--- src/logic/sfr_pkg.sv ---
// Purpose: constants for the special function register bank
// Assumes: 8-bit direct address, core clock 100 MHz
// Notes: offsets are direct addresses in the upper half
package sfr_pkg;
   localparam logic [7:0] SFR_BASE = 8'h80;
   localparam logic [7:0] ADDR_PORT0 = 8'h80;
   localparam logic [7:0] ADDR_SP = 8'h81;
   localparam logic [7:0] ADDR_DPL = 8'h82;
   localparam logic [7:0] ADDR_DPH = 8'h83;
   localparam logic [7:0] ADDR_POWER_CONTROL = 8'h87;
   localparam logic [7:0] ADDR_TIMER_CONTROL = 8'h88;
   localparam logic [7:0] ADDR_TIMER_MODE_SELECT = 8'h89;
   localparam logic [7:0] ADDR_TL0 = 8'h8A;
   localparam logic [7:0] ADDR_TL1 = 8'h8B;
   localparam logic [7:0] ADDR_TH0 = 8'h8C;
   localparam logic [7:0] ADDR_TH1 = 8'h8D;
   localparam logic [7:0] ADDR_PORT1 = 8'h90;
   localparam logic [7:0] ADDR_SERIAL_CONTROL = 8'h98;
   localparam logic [7:0] ADDR_SERIAL_BUFFER = 8'h99;
   localparam logic [7:0] ADDR_PORT2 = 8'hA0;
   localparam logic [7:0] ADDR_IE = 8'hA8;
   localparam logic [7:0] ADDR_PORT3 = 8'hB0;
   localparam logic [7:0] ADDR_IP = 8'hB8;
   localparam logic [7:0] ADDR_TIMER_TWO_CONTROL = 8'hC8;
   localparam logic [7:0] ADDR_RCAPH = 8'hCA;
   localparam logic [7:0] ADDR_RCAPL = 8'hCB;
   localparam logic [7:0] ADDR_TL2 = 8'hCC;
   localparam logic [7:0] ADDR_TH2 = 8'hCD;
   localparam logic [7:0] ADDR_PSW = 8'hD0;
   localparam logic [7:0] ADDR_ACC = 8'hE0;
   localparam logic [7:0] ADDR_B = 8'hF0;
   localparam logic [7:0] RST_PORT = 8'hFF;
   localparam logic [7:0] RST_SP = 8'h07;
   localparam logic [7:0] RST_ZERO = 8'h00;
   // Implemented bit masks; others read 0
   localparam logic [7:0] MASK_POWER_CONTROL = 8'h8F;
   localparam logic [7:0] MASK_IE = 8'hBF;
   localparam logic [7:0] MASK_IP = 8'h3F;
   localparam logic [7:0] MASK_FULL = 8'hFF;
   // Timer-two control and PSW bank-select fields
   localparam int T2_CPRL_BIT = 0;
   localparam int T2_EXEN_BIT = 3;
   localparam int T2_EXF_BIT = 6;
   localparam int PSW_RS0_BIT = 3;
   localparam int PSW_RS1_BIT = 4;
endpackage

--- src/logic/sfr_bank.sv ---
// Purpose: special function register bank of an 8-bit controller core
// Assumes: core drives byte and bit accesses synchronously on i_clk_sys
// Notes: timer counting and serial shifting live outside this block
`timescale 1ns/10ps
module sfr_bank
   import sfr_pkg::*;
(
   // Clock and reset
   input wire logic i_clk_sys,
   input wire logic i_rst_n,
   // Byte access
   input wire logic [7:0] i_addr,
   input wire logic i_wr,
   input wire logic i_rd,
   input wire logic [7:0] i_wdata,
   output logic [7:0] o_rdata,
   // Bit access: address is byte address plus index
   input wire logic [7:0] i_bit_addr,
   input wire logic i_bit_wr,
   input wire logic i_bit_val,
   output logic o_bit_rdata,
   // Core stack, pointer and multiply helper operations
   input wire logic i_push,
   input wire logic i_pop,
   input wire logic i_data_address_pointer_wr,
   input wire logic [15:0] i_data_address_pointer_wdata,
   input wire logic i_data_address_pointer_inc,
   input wire logic i_muldiv_wr,
   input wire logic [7:0] i_muldiv_b,
   // Peripheral side
   input wire logic i_rx_valid,
   input wire logic [7:0] i_rx_byte,
   input wire logic i_t2_reload,
   input wire logic i_timer_two_external_trigger,
   // Outputs
   output logic [7:0] o_stack_top_pointer,
   output logic [15:0] o_data_address_pointer,
   output logic [7:0] o_tx_byte,
   output logic o_tx_start,
   output logic [1:0] o_bank_select,
   output logic [15:0] o_timer_two_count,
   output logic [7:0] o_accumulator_register,
   output logic [7:0] o_multiply_helper
);
   logic [7:0] regs [0:127];
   logic [7:0] rx_reg;
   logic [7:0] sp;
   logic timer_two_external_trigger_prev;
   logic [7:0] bit_byte;
   logic wr_hit;
   logic bit_hit;
   logic capture_ev;
   logic [7:0] next_rdata;
   logic [15:0] data_address_pointer_cur;

   // ----------------------------------------
   // Decode
   // ----------------------------------------
   function automatic logic [7:0] impl_mask(input logic [7:0] a);
      case (a)
         ADDR_PORT0, ADDR_DPL, ADDR_DPH, ADDR_TIMER_CONTROL, ADDR_TIMER_MODE_SELECT, ADDR_TL0, ADDR_TL1,
         ADDR_TH0, ADDR_TH1, ADDR_PORT1, ADDR_SERIAL_CONTROL, ADDR_SERIAL_BUFFER, ADDR_PORT2, ADDR_PORT3,
         ADDR_TIMER_TWO_CONTROL, ADDR_RCAPH, ADDR_RCAPL, ADDR_TL2, ADDR_TH2, ADDR_PSW, ADDR_ACC,
         ADDR_B, ADDR_SP: impl_mask = MASK_FULL;
         ADDR_POWER_CONTROL: impl_mask = MASK_POWER_CONTROL;
         ADDR_IE: impl_mask = MASK_IE;
         ADDR_IP: impl_mask = MASK_IP;
         default: impl_mask = 8'h00;
      endcase
   endfunction

   assign wr_hit = i_wr && i_addr[7];
   // Bit space 80H-FFH maps to byte addresses ending in 0 or 8
   assign bit_byte = {i_bit_addr[7:3], 3'h0};
   assign bit_hit = i_bit_wr && i_bit_addr[7];
   // Live pointer value, so back-to-back increments do not see the lagging output copy
   assign data_address_pointer_cur = {regs[ADDR_DPH[6:0]], regs[ADDR_DPL[6:0]]};
   assign capture_ev = timer_two_external_trigger_prev && !i_timer_two_external_trigger
                       && regs[ADDR_TIMER_TWO_CONTROL[6:0]][T2_EXEN_BIT] && regs[ADDR_TIMER_TWO_CONTROL[6:0]][T2_CPRL_BIT];

   // ----------------------------------------
   // Trigger edge detect
   // ----------------------------------------
   always_ff @(posedge i_clk_sys) begin
      if (!i_rst_n) begin
         timer_two_external_trigger_prev <= 1'b1;
      end else begin
         timer_two_external_trigger_prev <= i_timer_two_external_trigger;
      end
   end

   // ----------------------------------------
   // Stack pointer
   // ----------------------------------------
   always_ff @(posedge i_clk_sys) begin
      if (!i_rst_n) begin
         sp <= RST_SP;
      end else if (wr_hit && i_addr == ADDR_SP) begin
         sp <= i_wdata;
      end else if (i_push) begin
         sp <= sp + 8'h01;
      end else if (i_pop) begin
         sp <= sp - 8'h01;
      end
   end

   // ----------------------------------------
   // Register array
   // ----------------------------------------
   genvar gi;
   generate
      for (gi = 0; gi < 128; gi++) begin : g_reg
         localparam logic [7:0] A = SFR_BASE | 8'(gi);
         localparam logic [7:0] M = impl_mask(A);
         if (M == 8'h00 || A == ADDR_SP) begin : g_none
            assign regs[gi] = 8'h00;
         end else begin : g_impl
            always_ff @(posedge i_clk_sys) begin
               if (!i_rst_n) begin
                  regs[gi] <= (A == ADDR_PORT0 || A == ADDR_PORT1 || A == ADDR_PORT2
                               || A == ADDR_PORT3) ? RST_PORT : RST_ZERO;
               end else if (A == ADDR_DPL && (i_data_address_pointer_wr || i_data_address_pointer_inc)) begin
                  regs[gi] <= i_data_address_pointer_wr ? i_data_address_pointer_wdata[7:0]
                              : 8'(data_address_pointer_cur + 16'h0001);
               end else if (A == ADDR_DPH && (i_data_address_pointer_wr || i_data_address_pointer_inc)) begin
                  regs[gi] <= i_data_address_pointer_wr ? i_data_address_pointer_wdata[15:8]
                              : 8'((data_address_pointer_cur + 16'h0001) >> 8);
               end else if (A == ADDR_B && i_muldiv_wr) begin
                  regs[gi] <= i_muldiv_b;
               end else if (A == ADDR_SERIAL_BUFFER && i_rx_valid) begin
                  regs[gi] <= regs[gi]; // Receive side kept separately
               end else if (capture_ev && A == ADDR_RCAPH) begin
                  regs[gi] <= regs[ADDR_TH2[6:0]];
               end else if (capture_ev && A == ADDR_RCAPL) begin
                  regs[gi] <= regs[ADDR_TL2[6:0]];
               end else if (capture_ev && A == ADDR_TIMER_TWO_CONTROL) begin
                  regs[gi] <= regs[gi] | (8'h01 << T2_EXF_BIT);
               end else if (i_t2_reload && !regs[ADDR_TIMER_TWO_CONTROL[6:0]][T2_CPRL_BIT] && A == ADDR_TH2) begin
                  regs[gi] <= regs[ADDR_RCAPH[6:0]];
               end else if (i_t2_reload && !regs[ADDR_TIMER_TWO_CONTROL[6:0]][T2_CPRL_BIT] && A == ADDR_TL2) begin
                  regs[gi] <= regs[ADDR_RCAPL[6:0]];
               end else if (wr_hit && i_addr == A) begin
                  regs[gi] <= i_wdata & M;
               end else if (bit_hit && bit_byte == A && A[2:0] == 3'h0) begin
                  regs[gi][i_bit_addr[2:0]] <= i_bit_val & M[i_bit_addr[2:0]];
               end
            end
         end
      end
   endgenerate

   // ----------------------------------------
   // Serial receive and transmit
   // ----------------------------------------
   always_ff @(posedge i_clk_sys) begin
      if (!i_rst_n) begin
         rx_reg <= RST_ZERO;
      end else if (i_rx_valid) begin
         rx_reg <= i_rx_byte;
      end
   end

   always_ff @(posedge i_clk_sys) begin
      if (!i_rst_n) begin
         o_tx_start <= 1'b0;
         o_tx_byte <= RST_ZERO;
      end else begin
         o_tx_start <= wr_hit && i_addr == ADDR_SERIAL_BUFFER;
         if (wr_hit && i_addr == ADDR_SERIAL_BUFFER) begin
            o_tx_byte <= i_wdata;
         end
      end
   end

   // ----------------------------------------
   // Read path
   // ----------------------------------------
   always_comb begin
      next_rdata = 8'h00;
      if (!i_addr[7]) begin
         next_rdata = 8'h00;
      end else if (i_addr == ADDR_SP) begin
         next_rdata = sp;
      end else if (i_addr == ADDR_SERIAL_BUFFER) begin
         next_rdata = rx_reg;
      end else begin
         next_rdata = regs[i_addr[6:0]];
      end
   end

   always_ff @(posedge i_clk_sys) begin
      if (!i_rst_n) begin
         o_rdata <= RST_ZERO;
         o_bit_rdata <= 1'b0;
      end else begin
         if (i_rd) begin
            o_rdata <= next_rdata;
         end
         o_bit_rdata <= i_bit_addr[7] ? regs[bit_byte[6:0]][i_bit_addr[2:0]] : 1'b0;
      end
   end

   // ----------------------------------------
   // Registered views
   // ----------------------------------------
   always_ff @(posedge i_clk_sys) begin
      if (!i_rst_n) begin
         o_stack_top_pointer <= RST_SP;
         o_data_address_pointer <= {RST_ZERO, RST_ZERO};
         o_bank_select <= 2'h0;
         o_timer_two_count <= {RST_ZERO, RST_ZERO};
         o_accumulator_register <= RST_ZERO;
         o_multiply_helper <= RST_ZERO;
      end else begin
         o_stack_top_pointer <= sp;
         o_data_address_pointer <= {regs[ADDR_DPH[6:0]], regs[ADDR_DPL[6:0]]};
         o_bank_select <= {regs[ADDR_PSW[6:0]][PSW_RS1_BIT], regs[ADDR_PSW[6:0]][PSW_RS0_BIT]};
         o_timer_two_count <= {regs[ADDR_TH2[6:0]], regs[ADDR_TL2[6:0]]};
         o_accumulator_register <= regs[ADDR_ACC[6:0]];
         o_multiply_helper <= regs[ADDR_B[6:0]];
      end
   end
endmodule // sfr_bank

--- config.mk ---
export PLATFORM = sky130hd
export DESIGN_NAME = sfr_bank
export DESIGN_NICKNAME = d
export VERILOG_FILES = /design/src/logic/sfr_pkg.sv /design/src/logic/sfr_bank.sv
export SDC_FILE = /design/constraint.sdc
export NUM_CORES = 1
export LEC_CHECK = 0
export BUFFER_PORTS_ARGS = -buffer_cell sky130_fd_sc_hd__buf_2
export CORE_MARGIN = 2
export CORE_UTILIZATION = 62
export CTS_BUF_LIST = sky130_fd_sc_hd__clkbuf_8
export DETAILED_ROUTE_END_ITERATION = 6
export MAX_ROUTING_LAYER = met4
export PLACE_DENSITY_LB_ADDON = 0.15
export RECOVER_POWER = 100
export SETUP_SLACK_MARGIN = 0.4
export SLEW_MARGIN = 20
export SYNTH_ARGS = -nofsm -noshare
export SYNTH_HDL_FRONTEND = slang
export SYNTH_SLANG_ARGS = --single-unit
--- constraint.sdc ---
create_clock -name i_clk_sys -period 2.7 [get_ports i_clk_sys]
set_clock_uncertainty 0.15 [all_clocks]
set_input_delay 0.135 -clock i_clk_sys [delete_from_list [all_inputs] [get_ports i_clk_sys]]
set_output_delay 0.135 -clock i_clk_sys [all_outputs]
set_load 0.02 [all_outputs]
### Word-level counts from Yosys, hierarchy flattened

Memory sizes are Yosys's and may differ from the RTL's.
Cells that the tools add are included.
W data, S select, Z words.

* register bits after elaboration: 290
* ROM bits: 24
* input bits: 70
* memories kept: 3

* add/sub/neg operators: 3
* order comparisons: 4
* eq/ne operators: 38
* muxes and demuxes: 71
* bitwise gates (word level): 8
* reduce and logical (&&, ||, !) cells: 73

Memories
* (no name shown): words 8, bits a word 1, read ports 1, clocked after Yosys merged registers in 0, write ports 0, RTL line sfr_bank.sv:145 `regs[gi][i_bit_addr[2:0]] <= i_bit_val & M[i_bit_addr[2:0]];`
* (no name shown): words 8, bits a word 1, read ports 1, clocked after Yosys merged registers in 0, write ports 0, RTL line sfr_bank.sv:145
* (no name shown): words 8, bits a word 1, read ports 1, clocked after Yosys merged registers in 0, write ports 0, RTL line sfr_bank.sv:145

Operators by type and width (number)
* $mux W8: 47
* $eq A8 B8 Y1 const B: 26
* $bmux W8 S7: 2
* $bwmux W8: 12
* $eq A5 B5 Y1 const B: 12
* $logic_and A1 B1 Y1: 45
* $reduce_bool A2 Y1: 17
* $add A16 B1 Y16 const B: 1
* $ge A8 B8 Y1 const B: 2
* $not A7 Y8: 2
* $mux W6: 2
* $reduce_bool A3 Y1: 3
* $add A8 B1 Y8 const B: 1
* $sub A8 B1 Y8 const B: 1
* $mux W7: 1
* $reduce_and A2 Y1: 3
* $mux W1: 5
* $lt A3 B4 Y1 const B: 1
* $reduce_or A2 Y1: 2
* $and A1 B1 Y1: 3
* $bmux W1 S3: 1
* $demux W1 S3: 1
* $ge A3 B1 Y1 const B: 1
* $not A1 Y1: 3
* other kinds (2): 3

### Longest topological paths before layout

Gate-level depths: netlist of the first run.

* depth after elaboration: 8
* depth in mapped cells: 10

### Worst setup path before layout of the first run

Ideal clock, no wire load.

* path kind: register to register
* start: register sp[0]
* end: register sp[6]
* setup time: 0.130 ns
* arrival: 1.800 ns
* path slack: 0.619 ns
* cell stages (with the launch flop): 8
* buffers on the path: 0
* clock period less this slack: 2.081 ns
* cells stage by stage: dfxtp_1 > fa_1 > a21o_1 > a21oi_1 > nor2_1 > or4_1 > a31oi_1 > a21oi_1

* longest elaborated chain between the ends: 4
* elaborated cells between the ends (all ways): 5
* classes of those cells: add/sub: 2; mux: 3

RTL lines
* start, declared: RTL line sfr_bank.sv:47 `logic [7:0] sp;`
* start signal, assigned: RTL line sfr_bank.sv:99 `sp <= i_wdata;`
* start signal, assigned: RTL line sfr_bank.sv:101 `sp <= sp + 8'h01;`
* start signal, assigned: RTL line sfr_bank.sv:103 `sp <= sp - 8'h01;`
* $sub A8 B1 Y8: RTL line sfr_bank.sv:103
* $mux W8: RTL line sfr_bank.sv:102 `end else if (i_pop) begin`
* $mux W8 *: RTL line sfr_bank.sv:100 `end else if (i_push) begin`
* $mux W8 *: RTL line sfr_bank.sv:98 `end else if (wr_hit && i_addr == ADDR_SP) begin`

Every way passes the cells marked *; elsewhere a longest branch is shown, timed or not. The select of a mux whose other input is x is not followed.
A chain may end at the register's enable or synchronous reset.

### Worst setup path after layout of the first run

* start: input port i_push
* end: register sp[7]

* longest elaborated chain between the ends: 2
* elaborated cells between the ends (all ways): 3
* classes of those cells: mux: 2; reduce/logical: 1

RTL lines
* start, declared: RTL line sfr_bank.sv:23 `input wire logic i_push,`
* $mux W8: RTL line sfr_bank.sv:100
* $mux W8: RTL line sfr_bank.sv:98

Parallel ways exist; a longest one is shown, timed or not.

==> results.sh, run 1 <==
export IMPL_status="finished clean"
export IMPL_clk_path_buf_depth=3
export IMPL_critical_path_top_delay_family="buffers and inverters"
export IMPL_startpoint="i_push"
export IMPL_grt_pass1_vias=14200
export IMPL_yosysTopAreaCellShare=0.369
export IMPL_hold_class="in -> reg"
export IMPL_die_h_microns=163
export IMPL_cts_root_buf="clkbuf_8"
export IMPL_port_buffers=145
export IMPL_fmax_ghz=0.391
export IMPL_worst_path_buf_inv=4
export IMPL_drt_wirelength_per_cell_microns=23.5
export IMPL_layout_cells_non_filler=2318
export IMPL_synth_commonest_cells="dfxtp_1, nor2_1, mux2i_1"
export IMPL_overflow=0
export IMPL_wirelength_microns=54400
export IMPL_synth_most_common_cell="dfxtp_1"
export IMPL_cp_cell_sequence="dlygate4sd3_1 > clkbuf_1 > clkinvlp_2 > clkbuf_4 > ha_1 > a21o_1 > a211oi_1 > o21ai_0 > o211ai_1 > xnor2_1 > a31o_2"
export IMPL_yosysTopAreaCell="dfxtp_1"
export IMPL_synthCells=1782
export IMPL_cp_slowest_cell="dlygate4sd3_1"
export IMPL_final_area_sq_um=18200
export IMPL_dpl_cell_area_sq_um=16600
export IMPL_hold_viol_final=0
export IMPL_hold_ws_ps=17.3
export IMPL_syn_area_sq_um=15700
export IMPL_num_vias=15300
export IMPL_ys_top_cells_by_area="dfxtp_1, mux2i_1, nor2_1, nand2_1, o21ai_0"
export IMPL_yosysUniqueCellTypes=91
export IMPL_ios=146
export IMPL_max_slew_margin=0.279
export IMPL_finalSetupTns_ps=0
export IMPL_antenna_left=0
export IMPL_synth_seq_cells=290
export IMPL_max_stage_delay_ps=520
export IMPL_dp_hpwl_microns=35700
export IMPL_critPathLaunchType="input pin"
export IMPL_grt_pass1_wl_microns=82800
export IMPL_finalCritPeriodShare=0.946
export IMPL_gp_congestion=1.01
export IMPL_rows=58
export IMPL_cts_tree="done"
export IMPL_nNetsFinal=2032
export IMPL_final_core_util=0.728
export IMPL_die_w_microns=163
export IMPL_grt_max_degree=79
export IMPL_initialDrtViolationCount=2071
export IMPL_max_slew_worst_pin_slew_ps=1080
export IMPL_setup_viol=0
export IMPL_grt_usage=0.414
export IMPL_cap_violations=0
export IMPL_period_needed_ps=2560
export IMPL_dr_pass1_iters=6
export IMPL_drive_gt1_frac=0.145
export IMPL_largest_register="regs"
export IMPL_fp_coreArea_sq_um=25000
export IMPL_powerDensity_nw_per_um2=554
export IMPL_ys_warn_count=0
export IMPL_h_tree_depth=2
export IMPL_power_leakage_uw=0.00714
export IMPL_area_growth_pct=16.0
export IMPL_min_from="i_data_address_pointer_inc"
export IMPL_worstSetupEndpointType="flip-flop"
export IMPL_synth_fp_nets=1860
export IMPL_synth_edf_count=0
export IMPL_numCtsBuffers=48
export IMPL_arrival_ps=2850
export IMPL_synth_avg_cell_area_sq_um=8.82
export IMPL_die_area_sq_um=26600
export IMPL_placed_cells=2158
export IMPL_post_route_drc_count=0
export IMPL_synth_ff_type="dfxtp_1"
export IMPL_r2r_start="sp[1]"
export IMPL_required_ps=3000
export IMPL_n_antenna_cell=0
export IMPL_start_util=0.628
export IMPL_worstPathMaxFanout=4
export IMPL_vias_per_cell=6.59
export IMPL_clkTransAtPathRegs_ps=60
export IMPL_antenna_found_initial=0
export IMPL_irDropWorstVdd_uv=637
export IMPL_ys_async_sr_fraction=0
export IMPL_clk_latency_ps=570
export IMPL_worstSetupPathType="in -> reg"
export IMPL_yosysSeqAreaShare=0.369
export IMPL_numClockSinks=290
export IMPL_rsz0062_at_grt="yes"
export IMPL_largest_reg_flops=181
export IMPL_slew_viol_final=0
[logic make-up after synthesis]
logic type | after synthesis | share of synthesized area
simple gates | 602 | 0.193
buf+inv | 180 | 0.0532
xor+xnor | 7 | 0.00390
mux | 248 | 0.178
flops | 290 | 0.369
compound gates | 447 | 0.196
fa+ha+maj | 8 | 0.00684
[repair_timing]
item	in CTS	in global routing
hold buffers	72	0
buffers inserted	0	4
setup endpoints to repair	0	10
endpoints found under the hold margin	70	0
resized for setup	0	11
[metrics by stage]
step,setup WS (ps),power [uW]
6_report,145,10100
3_5_place_dp,322,5900
4_1_cts,444,10100
5_1_grt,92.9,10400
3_3_place_gp,366,5880
2_1_floorplan,619,5470
[area by class of cell]
| class | count | area (sq um) |
|---|---|---|
| inverters | 12 | 47.5 |
| flip-flops and latches | 290 | 5810 |
| clock buffers | 59 | 812 |
| well taps | 330 | 413 |
| clock inverters | 25 | 204 |
| multi-input cells | 1312 | 9050 |
| repair buffers | 290 | 1890 |
| fillers | 1975 | 6800 |
[routing by layer]
layer | global-route usage | part of all wire | up-vias
li1 | - | - | 6851
met1 | 0.542 | 0.40 | 7280
met2 | 0.623 | 0.45 | 956
met3 | 0.0838 | 0.11 | 185
met4 | 0.177 | 0.046 | 0
met5 | - | 0 | -
[power breakdown]
group | internal (uW) | switching, uW | leakage [uW]
Combinational | 540 | 861 | 0.00420
Clock | 2340 | 1800 | 0.000587
Sequential | 4410 | 150 | 0.00236
[cells in the final DEF (no fill, tap or decap), types with 17 or more instances in the layout]
| master | instances |
|---|---|
| a211oi_1 | 53 |
| a21oi_1 | 65 |
| a22oi_1 | 46 |
| a31oi_1 | 18 |
| and2_1 | 52 |
| buf_2 | 62 |
| buf_4 | 61 |
| clkbuf_1 | 88 |
| clkbuf_8 | 59 |
| dfxtp_1 | 287 |
| dlygate4sd3_1 | 72 |
| inv_1 | 26 |
| mux2_2 | 22 |
| mux2i_1 | 203 |
| mux4_2 | 20 |
| nand2_1 | 145 |
| nand3_1 | 37 |
| nor2_1 | 206 |
| nor2b_1 | 31 |
| nor3_1 | 27 |
| o211ai_1 | 42 |
| o21ai_0 | 98 |
| o22ai_1 | 17 |
[worst min-delay path: cells and delay by family]
kind / cells / cell delay (ps)
AOI/OAI and AO/OA: 2 / 200
buffers and inverters: 1 / 190
and+or+nand+nor: 1 / 170
[worst paths after layout]
| check | cells after the start | slack (ps) | endpoint |
|---|---|---|---|
| hold / removal | 4 | 20 | data_address_pointer_cur[3] |
| hold reg to reg | 2 | 310 | regs[949] |
| setup / recovery | 11 | 140 | sp[7] |
| setup reg to reg | 7 | 420 | sp[7] |
(Power assumes the default switching activity.)
==> run 2, diff against run 1 <==
- SETUP_SLACK_MARGIN: 0.4 -> not set
==> run 2 against run 1 <==
Against the previous run:
- sequential share of layout area rose by 0.16 points
- power hardly changed
- worst setup slack got worse by 51 ps
- cell area decreased by 0.51%
- first-iteration DRC count rose by 5.6%
- die area is the same
- fmax decreased by 2.0%
- sequential power hardly changed
- largest power group unchanged
==> results.sh, run 2 (synthesized netlist as in run 1, its figures left out) <==
export IMPL_irDropWorstVdd_uv=521
export IMPL_port_buffers=145
export IMPL_hold_class="in -> reg"
export IMPL_initialDrtViolationCount=2188
export IMPL_numClockSinks=290
export IMPL_largest_register="regs"
export IMPL_period_needed_ps=2610
export IMPL_num_vias=15200
export IMPL_dr_wl_met3_microns=5790
export IMPL_crit_top_cell="clkbuf_1"
export IMPL_largest_reg_flops=181
export IMPL_grt_pass1_wl_microns=82900
export IMPL_antenna_left=0
export IMPL_final_core_util=0.725
export IMPL_worstSetupPathType="in -> reg"
export IMPL_ff_latch_area_sq_um=5810
export IMPL_clk_path_buf_depth=3
export IMPL_required_ps=2960
export IMPL_critPathLaunchType="input pin"
export IMPL_clk_latency_ps=570
export IMPL_powerDensity_nw_per_um2=557
export IMPL_final_cell_mix="dfxtp_1, nor2_1, mux2i_1"
export IMPL_max_slew_worst_pin_slew_ps=1310
export IMPL_cts_root_buf="clkbuf_8"
export IMPL_cap_violations=0
export IMPL_arrival_ps=2860
export IMPL_ios=146
export IMPL_vias_per_cell=6.57
export IMPL_setup_ws_ps=93.9
export IMPL_cp_slowest_cell="clkbuf_1"
export IMPL_drive_gt1_frac=0.136
export IMPL_fmax_ghz=0.384
export IMPL_highest_layer="met4"
export IMPL_cp_cell_sequence="clkbuf_2 > clkbuf_1 > and2b_1 > nand2_1 > nor3_1 > clkbuf_1 > mux2i_1 > nor2_1"
export IMPL_die_h_microns=163
export IMPL_met2_length_microns=23900
export IMPL_start_util=0.628
export IMPL_dr_pass1_iters=7
export IMPL_area_growth_pct=15.4
export IMPL_overflow=0
export IMPL_grt_pass1_vias=14300
export IMPL_final_common_cell="dfxtp_1"
export IMPL_finalCritPeriodShare=0.965
export IMPL_grt_max_degree=79
export IMPL_numCtsBuffers=48
export IMPL_h_tree_depth=2
export IMPL_post_route_drc_count=0
export IMPL_wirelength_met1_microns=21900
export IMPL_hold_ws_ps=27.7
export IMPL_max_stage_delay_ps=620
export IMPL_wirelength_microns=54400
export IMPL_slew_viol_final=0
export IMPL_worstPathMaxFanout=19
export IMPL_power_leakage_uw=0.00709
export IMPL_post_place_ws_ps=322
export IMPL_rsz0062_at_grt="no"
export IMPL_fp_coreArea_sq_um=25000
export IMPL_die_w_microns=163
export IMPL_hold_viol_final=0
export IMPL_status="finished clean"
export IMPL_finalSetupTns_ps=0
export IMPL_n_antenna_cell=0
export IMPL_rows=58
export IMPL_setup_viol=0
export IMPL_worstSetupEndpointType="flip-flop"
export IMPL_gp_congestion=1.01
export IMPL_max_slew_margin=0.127
export IMPL_multi_input_area_sq_um=8980
export IMPL_drt_wirelength_per_cell_microns=23.5
export IMPL_clkTransAtPathRegs_ps=60
export IMPL_grt_usage=0.414
export IMPL_fill_cells=1990
export IMPL_cts_tree="done"
export IMPL_die_area_sq_um=26600
export IMPL_nNetsFinal=2033
export IMPL_dp_hpwl_microns=35700
export IMPL_antenna_found_initial=0
-- run 2: through the flow --
stage                     cells  cell area, sq um  power, uW
after CTS                  2315             18400      10100
after detailed placement   2158             16600       5900
after global placement     2158             16600       5880
after floorplan            1782             15700       5470
after global routing       2319             18100      10400
final                      2319             18100      10100
-- run 2: repair_timing --
item	4_1_cts	5_1_grt
endpoints found under the hold margin	70	0
gates resized for setup	0	6
hold buffers	73	0
setup endpoints to repair	0	9
setup buffers	0	4
-- run 2: power breakdown --
group	internal, uW	leakage, uW	switching [uW]	total, uW
clock network	2340	0.000587	1810	4150
logic	539	0.00415	855	1390
registers	4410	0.00235	147	4560
-- run 2: worst paths after layout --
kind	from	cells past startpoint	slack [ps]	endpoint
min	i_data_address_pointer_inc	4	30	data_address_pointer_cur[3]
min reg2reg	regs[927]	2	310	regs[927]
max	i_addr[4]	8	90	o_tx_byte[6]
max reg2reg	regs[1020]	7	100	o_bit_rdata
-- run 2: area by class of cell --
type / instances / share of cell area
clock buffers: 59 / 0.0448
multi-input cells: 1312 / 0.495
well taps: 330 / 0.0228
inverters: 12 / 0.00283
clock inverters: 25 / 0.0112
repair buffers: 291 / 0.103
flip-flops and latches: 290 / 0.320
-- run 2: worst max-delay path, delay by kind of cell --
| kind | cells | cell delay [ps] |
|---|---|---|
| buf+inv | 3 | 1500 |
| simple gates | 4 | 900 |
| mux | 1 | 310 |
-- run 2: routing by layer --
| metal | up-vias | global-route usage |
|---|---|---|
| met5 | - | - |
| met4 | 0 | 0.190 |
| met3 | 211 | 0.0896 |
| met2 | 961 | 0.616 |
| met1 | 7211 | 0.538 |
| li1 | 6863 | - |
